**config.mk**
```make
export PLATFORM = sky130hd
export DESIGN_NAME = urf_rx_filter
export DESIGN_NICKNAME = d
export VERILOG_FILES = /design/src/rtl/urf_pkg.sv /design/src/rtl/urf_rx_filter.sv /design/src/rtl/urf_fifo.sv
export SDC_FILE = /design/constraint.sdc
export NUM_CORES = 1
export LEC_CHECK = 0
export BUFFER_PORTS_ARGS = -buffer_cell sky130_fd_sc_hd__buf_2
export CORE_ASPECT_RATIO = 1.25
export CORE_MARGIN = 10
export CORE_UTILIZATION = 62
export CTS_CLUSTER_SIZE = 14
export DETAILED_ROUTE_END_ITERATION = 8
export GPL_TIMING_DRIVEN = 0
export PLACE_DENSITY_LB_ADDON = 0.08
export SLEW_MARGIN = 25
export SYNTH_ARGS = -nofsm -noshare
export SYNTH_HDL_FRONTEND = slang
export SYNTH_SLANG_ARGS = --single-unit
export TNS_END_PERCENT = 100
```
**constraint.sdc**
```tcl
create_clock -name clock -period 5.69 [get_ports clock]
set_clock_uncertainty 0.05 [all_clocks]
set_input_delay 1.4225 -clock clock [delete_from_list [all_inputs] [get_ports clock]]
set_output_delay 1.4225 -clock clock [all_outputs]
set_load 0.02 [all_outputs]
```
**src/rtl/urf_pkg.sv**
```systemverilog
/*
 Package for the receive qualification block: register offsets, field
 positions, reset values, mode codes and the carried structs.
 Assumes a 32-bit AXI4-Lite register bus and a 10 MHz system clock.
*/
package urf_pkg;
    // Register byte offsets
    localparam logic [7:0] OFF_CTRL = 8'h00;
    localparam logic [7:0] OFF_PWR = 8'h04;
    localparam logic [7:0] OFF_ADDR = 8'h08;
    localparam logic [7:0] OFF_MASK = 8'h0C;
    localparam logic [7:0] OFF_DATA = 8'h10;
    localparam logic [7:0] OFF_STAT = 8'h14;
    // Serial control fields
    localparam int CTL_RXDONE = 0;
    localparam int CTL_NINTH = 2;
    localparam int CTL_MPEN = 5;
    localparam int CTL_MODE1 = 6;
    localparam int CTL_TOP = 7;
    // Power control field
    localparam int PWR_FESEL = 6;
    // Reset values and bus response codes
    localparam logic [7:0] CTRL_RST = 8'h00;
    localparam logic [7:0] ADDR_RST = 8'h00;
    localparam logic [7:0] MASK_RST = 8'h00;
    localparam logic [1:0] RESP_OK = 2'b00;
    localparam logic [1:0] RESP_ERR = 2'b10;
    // Clock and FIFO depth
    localparam int CLK_HZ = 10_000_000;
    localparam int FIFO_DEPTH = 16;

    typedef enum logic [1:0] {
        MODE_SHIFT = 2'b00,
        MODE_8VAR = 2'b01,
        MODE_9FIX = 2'b10,
        MODE_9VAR = 2'b11
    } urf_mode_t;

    // One finished frame from the bit engine
    typedef struct packed {
        logic [7:0] data;
        logic ninth;
        logic stop_ok;
    } urf_frame_t;

    // One accepted byte in the receive FIFO
    typedef struct packed {
        logic ninth;
        logic [7:0] data;
    } urf_word_t;
endpackage

```
**src/rtl/urf_rx_filter.sv**
```systemverilog
/*
 Receive qualification for an asynchronous serial port: frame error flag,
 multiprocessor ninth-bit filter and address recognition, with an
 AXI4-Lite register slave and a receive FIFO.
 Assumes a bit engine upstream that delivers one finished frame as a
 one-cycle strobe with the data bits, ninth bit and stop bit sample.
 Limitation: bit timing, start detection and baud generation live upstream.
*/
// What this block does
// - Missing stop bit sets frame error flag
// - Control top bit: error flag or mode bit
// - Error flag cleared only by software
// - Nine-bit modes store ninth bit in flag
// - Nine-bit multiprocessor: accept only ninth bit one
// - Multiprocessor bit ignored in shift mode
// - Eight-bit multiprocessor: need valid stop bit
// - Nine-bit recognition: ninth one and address match
// - Eight-bit recognition: stop valid and address match
// - Given address: mask ones must match
// - Broadcast: address OR mask, zeros ignored
// - Reset clears address and mask to zero
// - Load only when done flag clear
// - Eight-bit mode stores stop bit as ninth
`timescale 1ns/10ps
`default_nettype none
module urf_rx_filter
    import urf_pkg::*;
#(
    parameter int DEPTH = FIFO_DEPTH
) (
    input wire logic clock,
    input wire logic sys_rst,
    input wire logic clk_en,
    input wire logic frame_valid,
    input wire urf_frame_t frame_in,
    output logic rx_done_flag,
    output logic byte_valid,
    input wire logic byte_ready,
    output urf_word_t byte_out,
    input wire logic [7:0] s_axi_awaddr,
    input wire logic s_axi_awvalid,
    output logic s_axi_awready,
    input wire logic [31:0] s_axi_wdata,
    input wire logic [3:0] s_axi_wstrb,
    input wire logic s_axi_wvalid,
    output logic s_axi_wready,
    output logic [1:0] s_axi_bresp,
    output logic s_axi_bvalid,
    input wire logic s_axi_bready,
    input wire logic [7:0] s_axi_araddr,
    input wire logic s_axi_arvalid,
    output logic s_axi_arready,
    output logic [31:0] s_axi_rdata,
    output logic [1:0] s_axi_rresp,
    output logic s_axi_rvalid,
    input wire logic s_axi_rready
);
    // Software-visible register copies
    logic [7:0] serial_control_reg_ff;
    logic [7:0] power_control_reg_ff;
    logic [7:0] slave_address_reg_ff;
    logic [7:0] slave_address_mask_reg_ff;
    logic frame_error_flag_ff;
    logic serial_mode_bit0_ff;
    logic [7:0] data_ff;
    // Write channel halves, held until both have arrived
    logic [7:0] wa_ff;
    logic [31:0] wd_ff;
    logic [3:0] ws_ff;
    logic aw_ff;
    logic w_ff;
    // Decode, qualification and buffer nets
    logic fifo_in_ready;
    logic fifo_out_valid;
    urf_word_t fifo_out;
    logic frame_error_select;
    logic multiprocessor_enable;
    urf_mode_t mode;
    logic [7:0] given_care;
    logic [7:0] bcast_care;
    logic addr_match;
    logic mp_ok;
    logic accept;
    logic ninth_val;
    logic wr_fire;
    logic ctrl_wr;
    logic [7:0] ctrl_wdata;
    logic [7:0] ctrl_view;

    // Field decode; mode bit 0 lives apart because the top bit is shared
    assign frame_error_select = power_control_reg_ff[PWR_FESEL];
    assign multiprocessor_enable = serial_control_reg_ff[CTL_MPEN];
    assign mode = urf_mode_t'({serial_mode_bit0_ff, serial_control_reg_ff[CTL_MODE1]});
    assign rx_done_flag = serial_control_reg_ff[CTL_RXDONE];

    ////////////////////////////////////////////////////////////////////////
    // Address recognition on the finished frame, no extra cycle
    // After reset both care masks are zero, so every byte matches and
    // software written for a plain port sees no filtering at all
    assign given_care = slave_address_mask_reg_ff;
    assign bcast_care = slave_address_reg_ff | slave_address_mask_reg_ff;
    always_comb begin
        // Given address or broadcast all-ones in cared bits
        addr_match = (((frame_in.data ^ slave_address_reg_ff) & given_care) == 8'h00)
            || ((~frame_in.data & bcast_care) == 8'h00);
    end

    // Qualification per mode; shift mode ignores the enable bit
    // The match is only consulted with the enable bit set
    always_comb begin
        case (mode)
            MODE_SHIFT: begin
                // No stop or ninth bit worth filtering on here
                mp_ok = 1'b1;
                ninth_val = frame_in.ninth;
            end
            MODE_8VAR: begin
                // Enabled: stop valid and address matched
                mp_ok = !multiprocessor_enable || (frame_in.stop_ok && addr_match);
                ninth_val = frame_in.stop_ok;
            end
            MODE_9FIX, MODE_9VAR: begin
                // Enabled: ninth bit one and address matched
                mp_ok = !multiprocessor_enable || (frame_in.ninth && addr_match);
                ninth_val = frame_in.ninth;
            end
            default: begin
                mp_ok = 1'b0;
                ninth_val = 1'b0;
            end
        endcase
    end

    // Trade-off: a full FIFO drops the frame rather than overwrite
    // its oldest byte, so software never loses bytes already counted
    // Lost unless the done flag is clear and the FIFO can take it
    assign accept = frame_valid && mp_ok && !rx_done_flag && fifo_in_ready;

    ////////////////////////////////////////////////////////////////////////
    // AXI4-Lite write path: address and data taken in either order
    // Each ready drops while its own half is held or the answer waits, so a new write cannot overtake the answer
    assign s_axi_awready = !aw_ff && !s_axi_bvalid;
    assign s_axi_wready = !w_ff && !s_axi_bvalid;
    assign wr_fire = aw_ff && w_ff && !s_axi_bvalid;
    assign ctrl_wr = wr_fire && (wa_ff[7:2] == OFF_CTRL[7:2]) && ws_ff[0];
    assign ctrl_wdata = wd_ff[7:0];

    // Channel capture; the answer waits until both halves are held
    always_ff @(posedge clock) begin
        if (sys_rst) begin
            aw_ff <= 1'b0;
            w_ff <= 1'b0;
            wa_ff <= 8'h00;
            wd_ff <= 32'h0000_0000;
            ws_ff <= 4'h0;
            s_axi_bvalid <= 1'b0;
            s_axi_bresp <= RESP_OK;
        end else if (clk_en) begin
            if (s_axi_awvalid && s_axi_awready) begin
                aw_ff <= 1'b1;
                wa_ff <= s_axi_awaddr;
            end
            if (s_axi_wvalid && s_axi_wready) begin
                w_ff <= 1'b1;
                wd_ff <= s_axi_wdata;
                ws_ff <= s_axi_wstrb;
            end
            if (wr_fire) begin
                aw_ff <= 1'b0;
                w_ff <= 1'b0;
                s_axi_bvalid <= 1'b1;
                s_axi_bresp <= (wa_ff[7:2] <= OFF_STAT[7:2]) ? RESP_OK : RESP_ERR;
            end else if (s_axi_bvalid && s_axi_bready) begin
                s_axi_bvalid <= 1'b0;
            end
        end
    end

    // Plain configuration registers
    // Limitation: only byte lane 0 is stored; upper lanes are ignored
    always_ff @(posedge clock) begin
        if (sys_rst) begin
            power_control_reg_ff <= 8'h00;
            slave_address_reg_ff <= ADDR_RST;
            slave_address_mask_reg_ff <= MASK_RST;
            serial_mode_bit0_ff <= 1'b0;
        end else if (clk_en && wr_fire && ws_ff[0]) begin
            case (wa_ff[7:2])
                OFF_PWR[7:2]: power_control_reg_ff <= wd_ff[7:0];
                OFF_ADDR[7:2]: slave_address_reg_ff <= wd_ff[7:0];
                OFF_MASK[7:2]: slave_address_mask_reg_ff <= wd_ff[7:0];
                OFF_CTRL[7:2]: begin
                    // Top bit lands on the mode bit only when selected
                    if (!frame_error_select) begin
                        serial_mode_bit0_ff <= wd_ff[CTL_TOP];
                    end
                end
                default: begin
                end
            endcase
        end
    end

    // Frame error: set by hardware, cleared only by a zero write
    // A set in the same cycle as a clear wins, so no error is lost
    always_ff @(posedge clock) begin
        if (sys_rst) begin
            frame_error_flag_ff <= 1'b0;
        end else if (clk_en) begin
            if (frame_valid && !frame_in.stop_ok) begin
                frame_error_flag_ff <= 1'b1;
            end else if (ctrl_wr && frame_error_select && !ctrl_wdata[CTL_TOP]) begin
                frame_error_flag_ff <= 1'b0;
            end
        end
    end

    // Serial control low bits; an accepted frame beats a software clear
    // Bit 7 stays zero here; the visible top bit is chosen on read
    // between the error flag and the mode bit
    always_ff @(posedge clock) begin
        if (sys_rst) begin
            serial_control_reg_ff <= CTRL_RST;
        end else if (clk_en) begin
            if (ctrl_wr) begin
                serial_control_reg_ff[6:0] <= ctrl_wdata[6:0];
            end
            if (accept) begin
                serial_control_reg_ff[CTL_RXDONE] <= 1'b1;
                serial_control_reg_ff[CTL_NINTH] <= ninth_val;
            end
            serial_control_reg_ff[CTL_TOP] <= 1'b0;
        end
    end

    // Received byte holding register
    // Software reads the newest accepted byte; the FIFO keeps its own copy
    always_ff @(posedge clock) begin
        if (sys_rst) begin
            data_ff <= 8'h00;
        end else if (clk_en && accept) begin
            data_ff <= frame_in.data;
        end
    end

    ////////////////////////////////////////////////////////////////////////
    // Accepted bytes also stream out through the FIFO
    // Nine bits wide: the stored ninth bit travels with its byte
    urf_fifo #(.WIDTH(9), .DEPTH(DEPTH)) i_urf_fifo (
        .clock(clock),
        .sys_rst(sys_rst),
        .clk_en(clk_en),
        .in_valid(accept),
        .in_ready(fifo_in_ready),
        .in_data({ninth_val, frame_in.data}),
        .out_valid(fifo_out_valid),
        .out_ready(byte_ready),
        .out_data(fifo_out)
    );
    // Stream side is a plain view of the FIFO head
    assign byte_valid = fifo_out_valid;
    assign byte_out = fifo_out;

    ////////////////////////////////////////////////////////////////////////
    // AXI4-Lite read path, one cycle after the address is taken
    assign s_axi_arready = !s_axi_rvalid;
    assign ctrl_view = {frame_error_select ? frame_error_flag_ff : serial_mode_bit0_ff,
                        serial_control_reg_ff[6:0]};
    // Registered answer; status packs the error flag with the FIFO not-empty and full flags

    always_ff @(posedge clock) begin
        if (sys_rst) begin
            s_axi_rvalid <= 1'b0;
            s_axi_rdata <= 32'h0000_0000;
            s_axi_rresp <= RESP_OK;
        end else if (clk_en) begin
            if (s_axi_arvalid && s_axi_arready) begin
                s_axi_rvalid <= 1'b1;
                s_axi_rresp <= RESP_OK;
                case (s_axi_araddr[7:2])
                    OFF_CTRL[7:2]: s_axi_rdata <= {24'h00_0000, ctrl_view};
                    OFF_PWR[7:2]: s_axi_rdata <= {24'h00_0000, power_control_reg_ff};
                    OFF_ADDR[7:2]: s_axi_rdata <= {24'h00_0000, slave_address_reg_ff};
                    OFF_MASK[7:2]: s_axi_rdata <= {24'h00_0000, slave_address_mask_reg_ff};
                    OFF_DATA[7:2]: s_axi_rdata <= {24'h00_0000, data_ff};
                    OFF_STAT[7:2]: s_axi_rdata <= {29'h0000_0000, frame_error_flag_ff,
                                                   fifo_out_valid, !fifo_in_ready};
                    default: begin
                        // Holes in the map answer with an error and zero data
                        s_axi_rdata <= 32'h0000_0000;
                        s_axi_rresp <= RESP_ERR;
                    end
                endcase
            end else if (s_axi_rvalid && s_axi_rready) begin
                s_axi_rvalid <= 1'b0;
            end
        end
    end
endmodule
`default_nettype wire

```
**src/rtl/urf_fifo.sv**
```systemverilog
/*
 Small flip-flop FIFO with valid and ready on both sides.
 Assumes one clock, synchronous active-high reset and a clock enable.
*/
`timescale 1ns/10ps
`default_nettype none
module urf_fifo #(
    parameter int WIDTH = 9,
    parameter int DEPTH = 16
) (
    input wire logic clock,
    input wire logic sys_rst,
    input wire logic clk_en,
    input wire logic in_valid,
    output logic in_ready,
    input wire logic [WIDTH-1:0] in_data,
    output logic out_valid,
    input wire logic out_ready,
    output logic [WIDTH-1:0] out_data
);
    localparam int AW = $clog2(DEPTH);
    logic [WIDTH-1:0] mem_ff [DEPTH];
    logic [AW-1:0] wr_ff;
    logic [AW-1:0] rd_ff;
    logic [AW:0] cnt_ff;
    logic push;
    logic pop;

    // Handshakes; full and empty come straight from the count
    assign in_ready = (cnt_ff < (AW+1)'(DEPTH));
    assign out_valid = (cnt_ff != '0);
    assign push = in_valid && in_ready && clk_en;
    assign pop = out_valid && out_ready && clk_en;
    assign out_data = mem_ff[rd_ff];

    ////////////////////////////////////////////////////////////////////////
    // Storage and pointers
    always_ff @(posedge clock) begin
        if (push) begin
            mem_ff[wr_ff] <= in_data;
        end
    end

    always_ff @(posedge clock) begin
        if (sys_rst) begin
            wr_ff <= '0;
            rd_ff <= '0;
            cnt_ff <= '0;
        end else begin
            if (push) begin
                wr_ff <= (wr_ff == AW'(DEPTH - 1)) ? '0 : wr_ff + 1'b1;
            end
            if (pop) begin
                rd_ff <= (rd_ff == AW'(DEPTH - 1)) ? '0 : rd_ff + 1'b1;
            end
            if (push && !pop) begin
                cnt_ff <= cnt_ff + 1'b1;
            end else if (pop && !push) begin
                cnt_ff <= cnt_ff - 1'b1;
            end
        end
    end
endmodule
`default_nettype wire

```
==> qor.csv, run 1 <==
stage,metric,value,unit
timing,fin crit period,4480,ps
route,ANT nets after route,0,
die,full die area,21560,um^2
clocking,H-tree depth,1,
global_route,grt ovf,0,
route,Residual DRC,0,
synthesis,Synth cell types,61,
clocking,post-CTS resize count,0,
clocking,latest clock arrival within the worst-skew pair,500,ps
worst_setup_path,Crit path required time,4220,ps
global_route,largest net degree at the start of global routing,20,
timing,setup TNS,0,ps
place,HPWL after DPL,16.54,mm
global_route,initial antenna violation count,1,
hold_path,Hold Path Stages,2,
timing,slew at the pin closest to its max-slew limit,1017,ps
place,GP Congestion,0.8626,
worst_setup_path,Crit path arrival time,3010,ps
worst_setup_path,Worst Reg-to-Reg Cells,16,
timing,Fmax,0.2232,GHz
finish,Post-Route Utilization,0.7296,
finish,"commonest non-fill, non-tap cell in the layout",edfxtp_1,
timing,final hold vios,0,
worst_setup_path,Slowest cell on crit path,buf_1,
synthesis,Syn Inst Count,702,
timing,setup repair after global routing missed its margin,no,
clocking,Num CTS Buffers,22,
finish,most frequent cells in the layout,"144 x edfxtp_1, 87 x dfxtp_1, 70 x buf_2",
clocking,CTS Hold Bufs,0,
clocking,CTS tree,built,
synthesis,yosys warns,0,
die,overall die height,161.7,um
die,initial core utilization,0.6343,
worst_setup_path,Setup CP Type,flop to output pin,
outcome,status,finished clean,
synthesis,sequential fraction of the synthesis area,0.6092,
worst_setup_path,CP Cell Sequence,clkbuf_1 -> buf_1 -> mux4_1 -> mux4_2 -> buf_2,
pwr,Worst VDD drop,0.2318,mV
worst_setup_path,startpoint types,flop,
clocking,Post CTS Setup Buffer Count,0,
global_route,first-pass GRT wire length,36.56,mm
timing,endpoints failing setup,0,
pwr,P per Cell Area,354.2,nW/um^2
global_route,GRT Util Overall,0.2169,
die,Die Wd,133.4,um
route,drt via density,5.952,
die,Top Ports,124,
route,via count,6238,
hold_path,hold crit path type,flop to flop,
finish,P&R area growth vs syn,15.02,%
synthesis,Synth Flop Type,edfxtp_1,
route,wire length per cell,22.71,um
clocking,CTS root buf,clkbuf_16,
timing,Pins Over Slew Limit,0,
worst_setup_path,CP peak stage delay,540,ps
die,core area,15700,um^2
flow_run,number of max-cap violations,0,
place,Inst Count DP,1007,
timing,slew margin rel.,0.3193,
synthesis,Post-synth EDFFs,144,
clocking,CTS Buffer Depth,3,
route,Initial DRC Count,583,
finish,share of layout cells above drive strength 1,0.2000,
place,port bufs,64,
finish,Finished Layout Cells,1048,
synthesis,Syn Area/Cell,14.18,um^2
synthesis,Synth Register Bits,231,
synthesis,Mapped Area,9957,um^2
worst_setup_path,crit path max fanout,10,
global_route,vias in the first global route,6452,
pwr,Leak Pwr,4.340,nW
route,Post-Route WL,23.80,mm
finish,Final Net Count,900,
route,1st-pass router iterations,5,
synthesis,fraction of registers with async set/reset,0,
clocking,CTS Sinks,231,
clocking,clock slew at reported path FFs,60,ps
timing,fin crit share,0.7873,
die,Row Count,51,
worst_setup_path,critical path capture point type,output pin,
per-stage QoR:
stage          area (um^2)  hold slack, ps  power (W)  worst slack [ps]
4_1_cts              11450           423.3   0.004080              1178
6_report             11450           420.9   0.004057              1210
2_1_floorplan        10050           385.7   0.002375              1708
3_3_place_gp         10640           401.6   0.002543             862.5
5_1_grt              11450           443.2   0.004195              1101
3_5_place_dp         10680           413.4   0.002565              1020
power by group:
group / leakage, nW / switching (W) / internal (W)
clock network: 0.386 / 0.000597 / 0.000921
logic: 1.95 / 0.000371 / 0.000290
registers: 2.00 / 0.0000450 / 0.00183
per-layer routing:
layer | global-route usage | vias to the layer above | share of wire
met5 | 0 | - | 0
met4 | 0.1026 | 0 | 0.045
met3 | 0.03488 | 66 | 0.057
met2 | 0.3973 | 248 | 0.53
met1 | 0.2394 | 3058 | 0.36
li1 | - | 2866 | -
worst max-delay path, delay by kind of cell (launching register included):
family / cells / cell delay [ps]
multiplexers: 2 / 1010
buffers and inverters: 3 / 1170
flip-flops: 1 / 320
area by class of cell:
| class | instances | area, um^2 |
|---|---|---|
| diodes | 1 | 2.502 |
| plain buffers | 65 | 440.4 |
| clock buffers | 33 | 684.4 |
| clock inverters | 7 | 83.83 |
| fillers | 1068 | 4245 |
| inverters | 14 | 52.55 |
| multi-input cells | 417 | 3515 |
| flip-flops and latches | 231 | 6066 |
| well taps | 212 | 265.3 |
| repair buffers | 68 | 342.8 |
kinds of logic (layout without fill, tap and decap cells):
group	after synthesis	after routing	share of synthesized area
and+or+nand+nor	177	177	0.08733
DFF	231	231	0.6092
other	1	27	0.0003766
xor gates and xnor gates	15	15	0.01319
buffers and inverters	79	187	0.04951
AOI/OAI and AO/OA	100	100	0.06811
adders and majority gates	9	9	0.01131
muxes	90	90	0.1610
sequential cells by signal, indices dropped and copies added, names as in the netlist, 4 cells and up, named ones only:
| register | cells |
|---|---|
| i_urf_fifo.cnt_ff | 5 |
| serial_control_reg_ff | 7 |
| data_ff | 8 |
| given_care | 8 |
| power_control_reg_ff | 8 |
| wa_ff | 6 |
| s_axi_rdata | 8 |
| i_urf_fifo.wr_ff | 4 |
| wd_ff | 8 |
| slave_address_reg_ff | 8 |
| i_urf_fifo.rd_ff | 4 |
| i_urf_fifo.mem_ff | 144 |
final timing paths:
check,startpoint,end,slack [ps]
worst max-delay path,flop,byte_out[5],1210
worst min-delay path,s_axi_rdata[1],s_axi_rdata[1],420
worst max register to register,slave_address_reg_ff[5],i_urf_fifo.cnt_ff[4],2350
worst min register to register,s_axi_rdata[1],s_axi_rdata[1],420
synthesized netlist by cell type, types with 3 or more instances:
library cell  instances  share of area
nor2_1               69          0.026
nand2_1              46          0.017
nand3b_1              3         0.0023
a22oi_1               9         0.0068
xor2_1               11         0.0097
and3_1               15         0.0094
o211ai_1              6         0.0045
a31oi_1               3         0.0019
clkbuf_1             17         0.0064
nor4_1                3         0.0019
ha_1                  9          0.011
nor3_1                6         0.0030
xnor2_1               4         0.0035
a211oi_1              3         0.0023
o21a_1                4         0.0030
nand2b_1              3         0.0019
o21ai_0              11         0.0055
o21bai_1              7         0.0053
a221oi_1              6         0.0053
nand3_1               7         0.0035
mux2i_1              42          0.042
mux4_2                9          0.020
a32oi_1               5         0.0044
dfxtp_1              87           0.17
mux4_1               36          0.095
a22o_1                7         0.0062
a21oi_1              29          0.015
inv_1                13         0.0049
buf_6                 7         0.0079
nor2_4                3         0.0034
edfxtp_1            144           0.43
or3_1                 5         0.0031
buf_1                 6         0.0023
buf_2                 3         0.0015
buf_4                30          0.023
Power figures use the tool's default switching activity.
==> run 2: changes to the inputs <==
- CORE_UTILIZATION: 62 -> 58
- clock period: 5.69 -> 4.2 ns (I/O delays scaled with it)
==> run 2 against run 1 <==
  * Cell area decreased by 0.65%
  * Count of clock-buffer cells in the layout decreased by 1
  * Critical endpoint is now byte_out[1]
  * Total power is 31% higher
  * Setup slack worse by 1000 ps
  * Hold slack worse by 22 ps
==> qor.csv, run 2 (synthesized netlist as in run 1, its figures left out) <==
stage,metric,value,unit,change
outcome,status,finished clean,,
finish,max reg flops,144,,unchanged
finish,multi-input combinational cell area,3515,um^2,unchanged
global_route,initial antenna violation count,0,,-1
worst_setup_path,Setup CP Type,flop to output pin,,
finish,most frequent cells in the layout,"144 x edfxtp_1, 87 x dfxtp_1, 69 x nor2_1",,
timing,endpoints failing setup,0,,unchanged
clocking,post-CTS resize count,0,,unchanged
route,wire length per cell,21.97,um,-3.3%
timing,slew at the pin closest to its max-slew limit,1026,ps,+8.389 ps
place,HPWL after DPL,16.53,mm,about the same
die,Die Wd,137.2,um,+2.9%
worst_setup_path,critical path capture point type,output pin,,
place,port bufs,64,,unchanged
finish,Reg with most FFs,i_urf_fifo.mem_ff,,
finish,fillcell total,1237,,+16%
die,initial core utilization,0.5911,,-0.04316
clocking,clock slew at reported path FFs,60,ps,about the same
clocking,CTS Sinks,231,,unchanged
worst_setup_path,crit path max fanout,10,,unchanged
timing,fin crit share,0.9508,,
place,Inst Count DP,1015,,+0.79%
clocking,latest clock arrival within the worst-skew pair,510,ps,about the same
finish,Register Area,6066,um^2,unchanged
pwr,Leak Pwr,4.282,nW,-1.3%
route,via count,6165,,-1.2%
finish,"commonest non-fill, non-tap cell in the layout",edfxtp_1,,
global_route,vias in the first global route,6419,,-0.51%
finish,Finished Layout Cells,1055,,+0.67%
pwr,P per Cell Area,466.6,nW/um^2,+32%
worst_setup_path,startpoint types,flop,,
global_route,largest net degree at the start of global routing,20,,unchanged
hold_path,hold crit path type,flop to flop,,
die,full die area,22840,um^2,+5.9%
worst_setup_path,Crit path required time,3100,ps,-1120 ps
die,Top Ports,124,,unchanged
route,Residual DRC,0,,unchanged
route,drt via density,5.844,,-1.8%
die,core area,16840,um^2,+7.3%
route,Post-Route WL,23.17,mm,-2.6%
place,GP Congestion,0.8900,,+3.2%
finish,n_diodes,0,,-1
timing,Pins Over Slew Limit,0,,unchanged
global_route,GRT Util Overall,0.2015,,-0.01544
timing,Final Worst Setup Slack,206.6,ps,-1003 ps
place,Post-Place Cell Area,10700,um^2,+0.14%
die,Row Count,53,,+3.9%
global_route,grt ovf,0,,unchanged
route,1st-pass router iterations,5,,unchanged
global_route,first-pass GRT wire length,35.82,mm,-2.0%
timing,Min Hold Slack,398.9,ps,-21.98 ps
finish,share of layout cells above drive strength 1,0.1988,,-0.001198
clocking,CTS tree,built,,
timing,fin crit period,3993,ps,
route,ANT nets after route,0,,unchanged
timing,setup repair after global routing missed its margin,no,,
clocking,H-tree depth,1,,unchanged
flow_run,number of max-cap violations,0,,unchanged
clocking,CTS Buffer Depth,3,,unchanged
die,overall die height,166.5,um,+3.0%
route,Initial DRC Count,458,,-21%
clocking,CTS Hold Bufs,0,,unchanged
finish,Final Net Count,900,,unchanged
clocking,Num CTS Buffers,22,,unchanged
place,dpl ws,-99.70,ps,-1120 ps
timing,slew margin rel.,0.3137,,-0.005613
timing,Fmax,0.2504,GHz,
timing,final hold vios,0,,unchanged
timing,setup TNS,0,ps,unchanged
clocking,CTS root buf,clkbuf_16,,
worst_setup_path,Crit path arrival time,2890,ps,-120 ps
finish,P&R area growth vs syn,14.26,%,
clocking,Post CTS Setup Buffer Count,0,,unchanged
pwr,Worst VDD drop,0.2744,mV,+18%
finish,fin area,11380,um^2,-0.65%
[run 2: critical path, stage by stage, from the launching register on]
cell and delay [ps]:
dfxtp_1 300, clkbuf_1 430, buf_1 520, mux4_1 460, mux4_2 510, buf_2 180
[run 2: final cells by class]
type | instances | area share
tap | 220 | 0.02419
buffer | 65 | 0.03871
clock inverter | 8 | 0.003629
timing repair buffer | 68 | 0.03057
multi-input combinational | 417 | 0.3089
inverter | 14 | 0.004619
clock buffer | 32 | 0.05620
sequential | 231 | 0.5332
[run 2: per-stage QoR]
stage / util / total power, W
2_1_floorplan: - / 0.003217
6_report: 0.6755 / 0.005309
5_1_grt: 0.6755 / 0.005504
3_3_place_gp: 0.6321 / 0.003448
4_1_cts: 0.6755 / 0.005344
3_5_place_dp: 0.6350 / 0.003492
[run 2: path summary, 6_finish.rpt]
kind                                start              endpoint  slack [ps]  cells after the start
hold reg to reg            s_axi_rdata[1]        s_axi_rdata[1]         400                      2
setup / recovery                     flop           byte_out[1]         210                      5
setup reg to reg  slave_address_reg_ff[5]  i_urf_fifo.cnt_ff[4]         820                     16
hold / removal             s_axi_rdata[1]        s_axi_rdata[1]         400                      2
[run 2: power breakdown]
part / switching, W / internal, W
combinational: 0.000513 / 0.000393
clock: 0.000805 / 0.00106
sequential: 0.0000589 / 0.00248
total: 0.00138 / 0.00393
[run 2: layer usage]
metal,global-route usage,up-vias,wire (um)
li1,-,2868,-
met1,0.2318,3045,8751
met2,0.3652,199,12400
met3,0.03221,53,1233
met4,0.07025,0,791
met5,0,-,0
==> run 3: changes to the inputs <==
- CORE_MARGIN: 10 -> default
- GPL_TIMING_DRIVEN: 0 -> 1
- TNS_END_PERCENT: 100 -> 5
==> run 3 against run 2 <==
  * Cell area shrank 2.7%
  * Non-clock buffer count is 47 lower
  * Setup slack better by 170 ps
  * Cell count is 4.5% lower
  * Via count fell by 4.0%
  * Sequential power about the same
  * Hold slack got worse by 3.4 ps
  * Wire length shrank 7.2%
  * First-iteration DRC count fell by 32%
  * Die area shrank 23%
  * Sequential share of layout area rose by 1.5 points
  * Total power fell by 1.2%
==> qor.csv, run 3 (synthesized netlist as in run 1, its figures left out) <==
stage,metric,value,unit,change
outcome,status,finished clean,,
timing,slew at the pin closest to its max-slew limit,792.5,ps,-233.2 ps
route,Initial DRC Count,313,,-32%
worst_setup_path,critical path capture point type,output pin,,
die,full die area,17700,um^2,-23%
route,Post-Route WL,21.51,mm,-7.2%
timing,endpoints failing setup,0,,unchanged
timing,setup TNS,0,ps,unchanged
hold_path,hold crit path type,flop to flop,,
route,via count,5921,,-4.0%
die,Die Wd,119.2,um,-13%
worst_setup_path,Crit path arrival time,2730,ps,-160 ps
pwr,P per Cell Area,473.4,nW/um^2,+1.5%
global_route,grt ovf,0,,unchanged
finish,max reg flops,144,,unchanged
route,met3 wire length,968,um,-21%
finish,Final Net Count,853,,-5.2%
worst_setup_path,Setup CP Type,flop to output pin,,
clocking,clock slew at reported path FFs,60,ps,about the same
timing,slew margin rel.,0.4710,,+0.1572
finish,P&R area growth vs syn,11.22,%,
flow_run,number of max-cap violations,0,,unchanged
finish,Register Area,6067,um^2,about the same
timing,final hold vios,0,,unchanged
die,overall die height,148.5,um,-11%
place,GP Congestion,0.8529,,-4.2%
route,ANT nets after route,0,,unchanged
worst_setup_path,crit path max fanout,36,,+26
worst_setup_path,Crit path required time,3100,ps,about the same
worst_setup_path,startpoint types,flop,,
timing,fin crit share,0.9115,,-0.03931
pwr,Worst VDD drop,0.3121,mV,+14%
finish,fillcell total,1211,,-2.1%
global_route,largest net degree at the start of global routing,71,,+250%
clocking,Post CTS Setup Buffer Count,0,,unchanged
clocking,H-tree depth,1,,unchanged
global_route,first-pass GRT wire length,33.00,mm,-7.9%
finish,n_diodes,0,,unchanged
finish,most frequent cells in the layout,"144 x edfxtp_1, 86 x dfxtp_1, 69 x nor2_1",,
place,HPWL after DPL,14.16,mm,-14%
route,WL met2,11.33,mm,-8.6%
finish,share of layout cells above drive strength 1,0.1789,,-0.01987
global_route,GRT Util Overall,0.2495,,+0.04800
timing,setup repair after global routing missed its margin,no,,
clocking,post-CTS resize count,0,,unchanged
global_route,vias in the first global route,5863,,-8.7%
route,wire length per cell,21.34,um,-2.9%
finish,"commonest non-fill, non-tap cell in the layout",edfxtp_1,,
route,Residual DRC,0,,unchanged
pwr,Leak Pwr,4.115,nW,-3.9%
finish,multi-input combinational cell area,3505,um^2,-0.28%
die,Row Count,53,,unchanged
clocking,Num CTS Buffers,22,,unchanged
place,port bufs,66,,+3.1%
clocking,CTS Buffer Depth,3,,unchanged
clocking,latest clock arrival within the worst-skew pair,500,ps,about the same
die,Top Ports,124,,unchanged
place,Post-Place Cell Area,10380,um^2,-3.0%
clocking,CTS root buf,clkbuf_16,,
finish,Reg with most FFs,i_urf_fifo.mem_ff,,
route,drt via density,5.874,,+0.52%
die,initial core utilization,0.5935,,+0.002337
global_route,initial antenna violation count,0,,unchanged
timing,Pins Over Slew Limit,0,,unchanged
finish,fin area,11070,um^2,-2.7%
route,1st-pass router iterations,5,,unchanged
die,core area,16780,um^2,-0.39%
clocking,CTS Hold Bufs,0,,unchanged
timing,fin crit period,3828,ps,-165.1 ps
route,highest routed layer,met4,,
clocking,CTS tree,built,,
route,DRT met1 WL,8.477,mm,-3.1%
timing,Fmax,0.2612,GHz,+4.3%
clocking,CTS Sinks,231,,unchanged
run 3: cell count changes in the layout (fill, tap and decap cells not counted), sizes merged:
cell | previous run | this run
buf | 116 | 86
clkbuf | 49 | 33
clkinv | 7 | 5
bufinv | 0 | 1
run 3: critical path, stage by stage, from the launching register on:
cell	delay (ps)
dfxtp_2	310
buf_4	480
mux4_1	680
mux4_2	530
buf_2	180
run 3: final cells by class:
| class | instances | share of cell area |
|---|---|---|
| Clock buffer | 33 | 0.05717 |
| Sequential cell | 231 | 0.5478 |
| Inverter | 14 | 0.004745 |
| Clock inverter | 7 | 0.005536 |
| Timing Repair Buffer | 86 | 0.04338 |
| Tap cell | 220 | 0.02486 |
| Multi-Input combinational cell | 417 | 0.3165 |
run 3: final timing paths:
| kind | start | end | slack, ps | depth (start not counted) |
|---|---|---|---|---|
| worst max-delay path | flop | byte_out[5] | 370 | 4 |
| worst min-delay path | s_axi_rdata[1] | s_axi_rdata[1] | 400 | 2 |
| worst max register to register | serial_mode_bit0_ff | i_urf_fifo.cnt_ff[4] | 1180 | 14 |
| worst min register to register | s_axi_rdata[1] | s_axi_rdata[1] | 400 | 2 |
run 3: layer usage:
metal	GRT usage	vias up
met5	0	-
met2	0.4520	173
met1	0.2971	2927
met4	0.1038	0
met3	0.03489	51
li1	-	2770
run 3: power breakdown:
| part | leakage, nW | internal [W] | switching, W |
|---|---|---|---|
| clock network | 0.335 | 0.00110 | 0.000806 |
| logic | 1.78 | 0.000342 | 0.000440 |
| registers | 2.00 | 0.00248 | 0.0000669 |
| total | 4.11 | 0.00393 | 0.00131 |
run 3: per-stage QoR:
stage | utilization | setup slack, ps | hold WS [ps] | total power, W | instances
floorplan | - | 590.7 | 385.7 | 0.003217 | 727
global placement | 0.6187 | 345.5 | 389.6 | 0.003361 | 968
detailed placement | 0.6187 | 303.2 | 390.9 | 0.003384 | 968
CTS | 0.6601 | 347.3 | 398.7 | 0.005278 | 1008
global route | 0.6601 | 314.4 | 433.0 | 0.005453 | 1008
finish | 0.6601 | 371.7 | 395.5 | 0.005242 | 1008
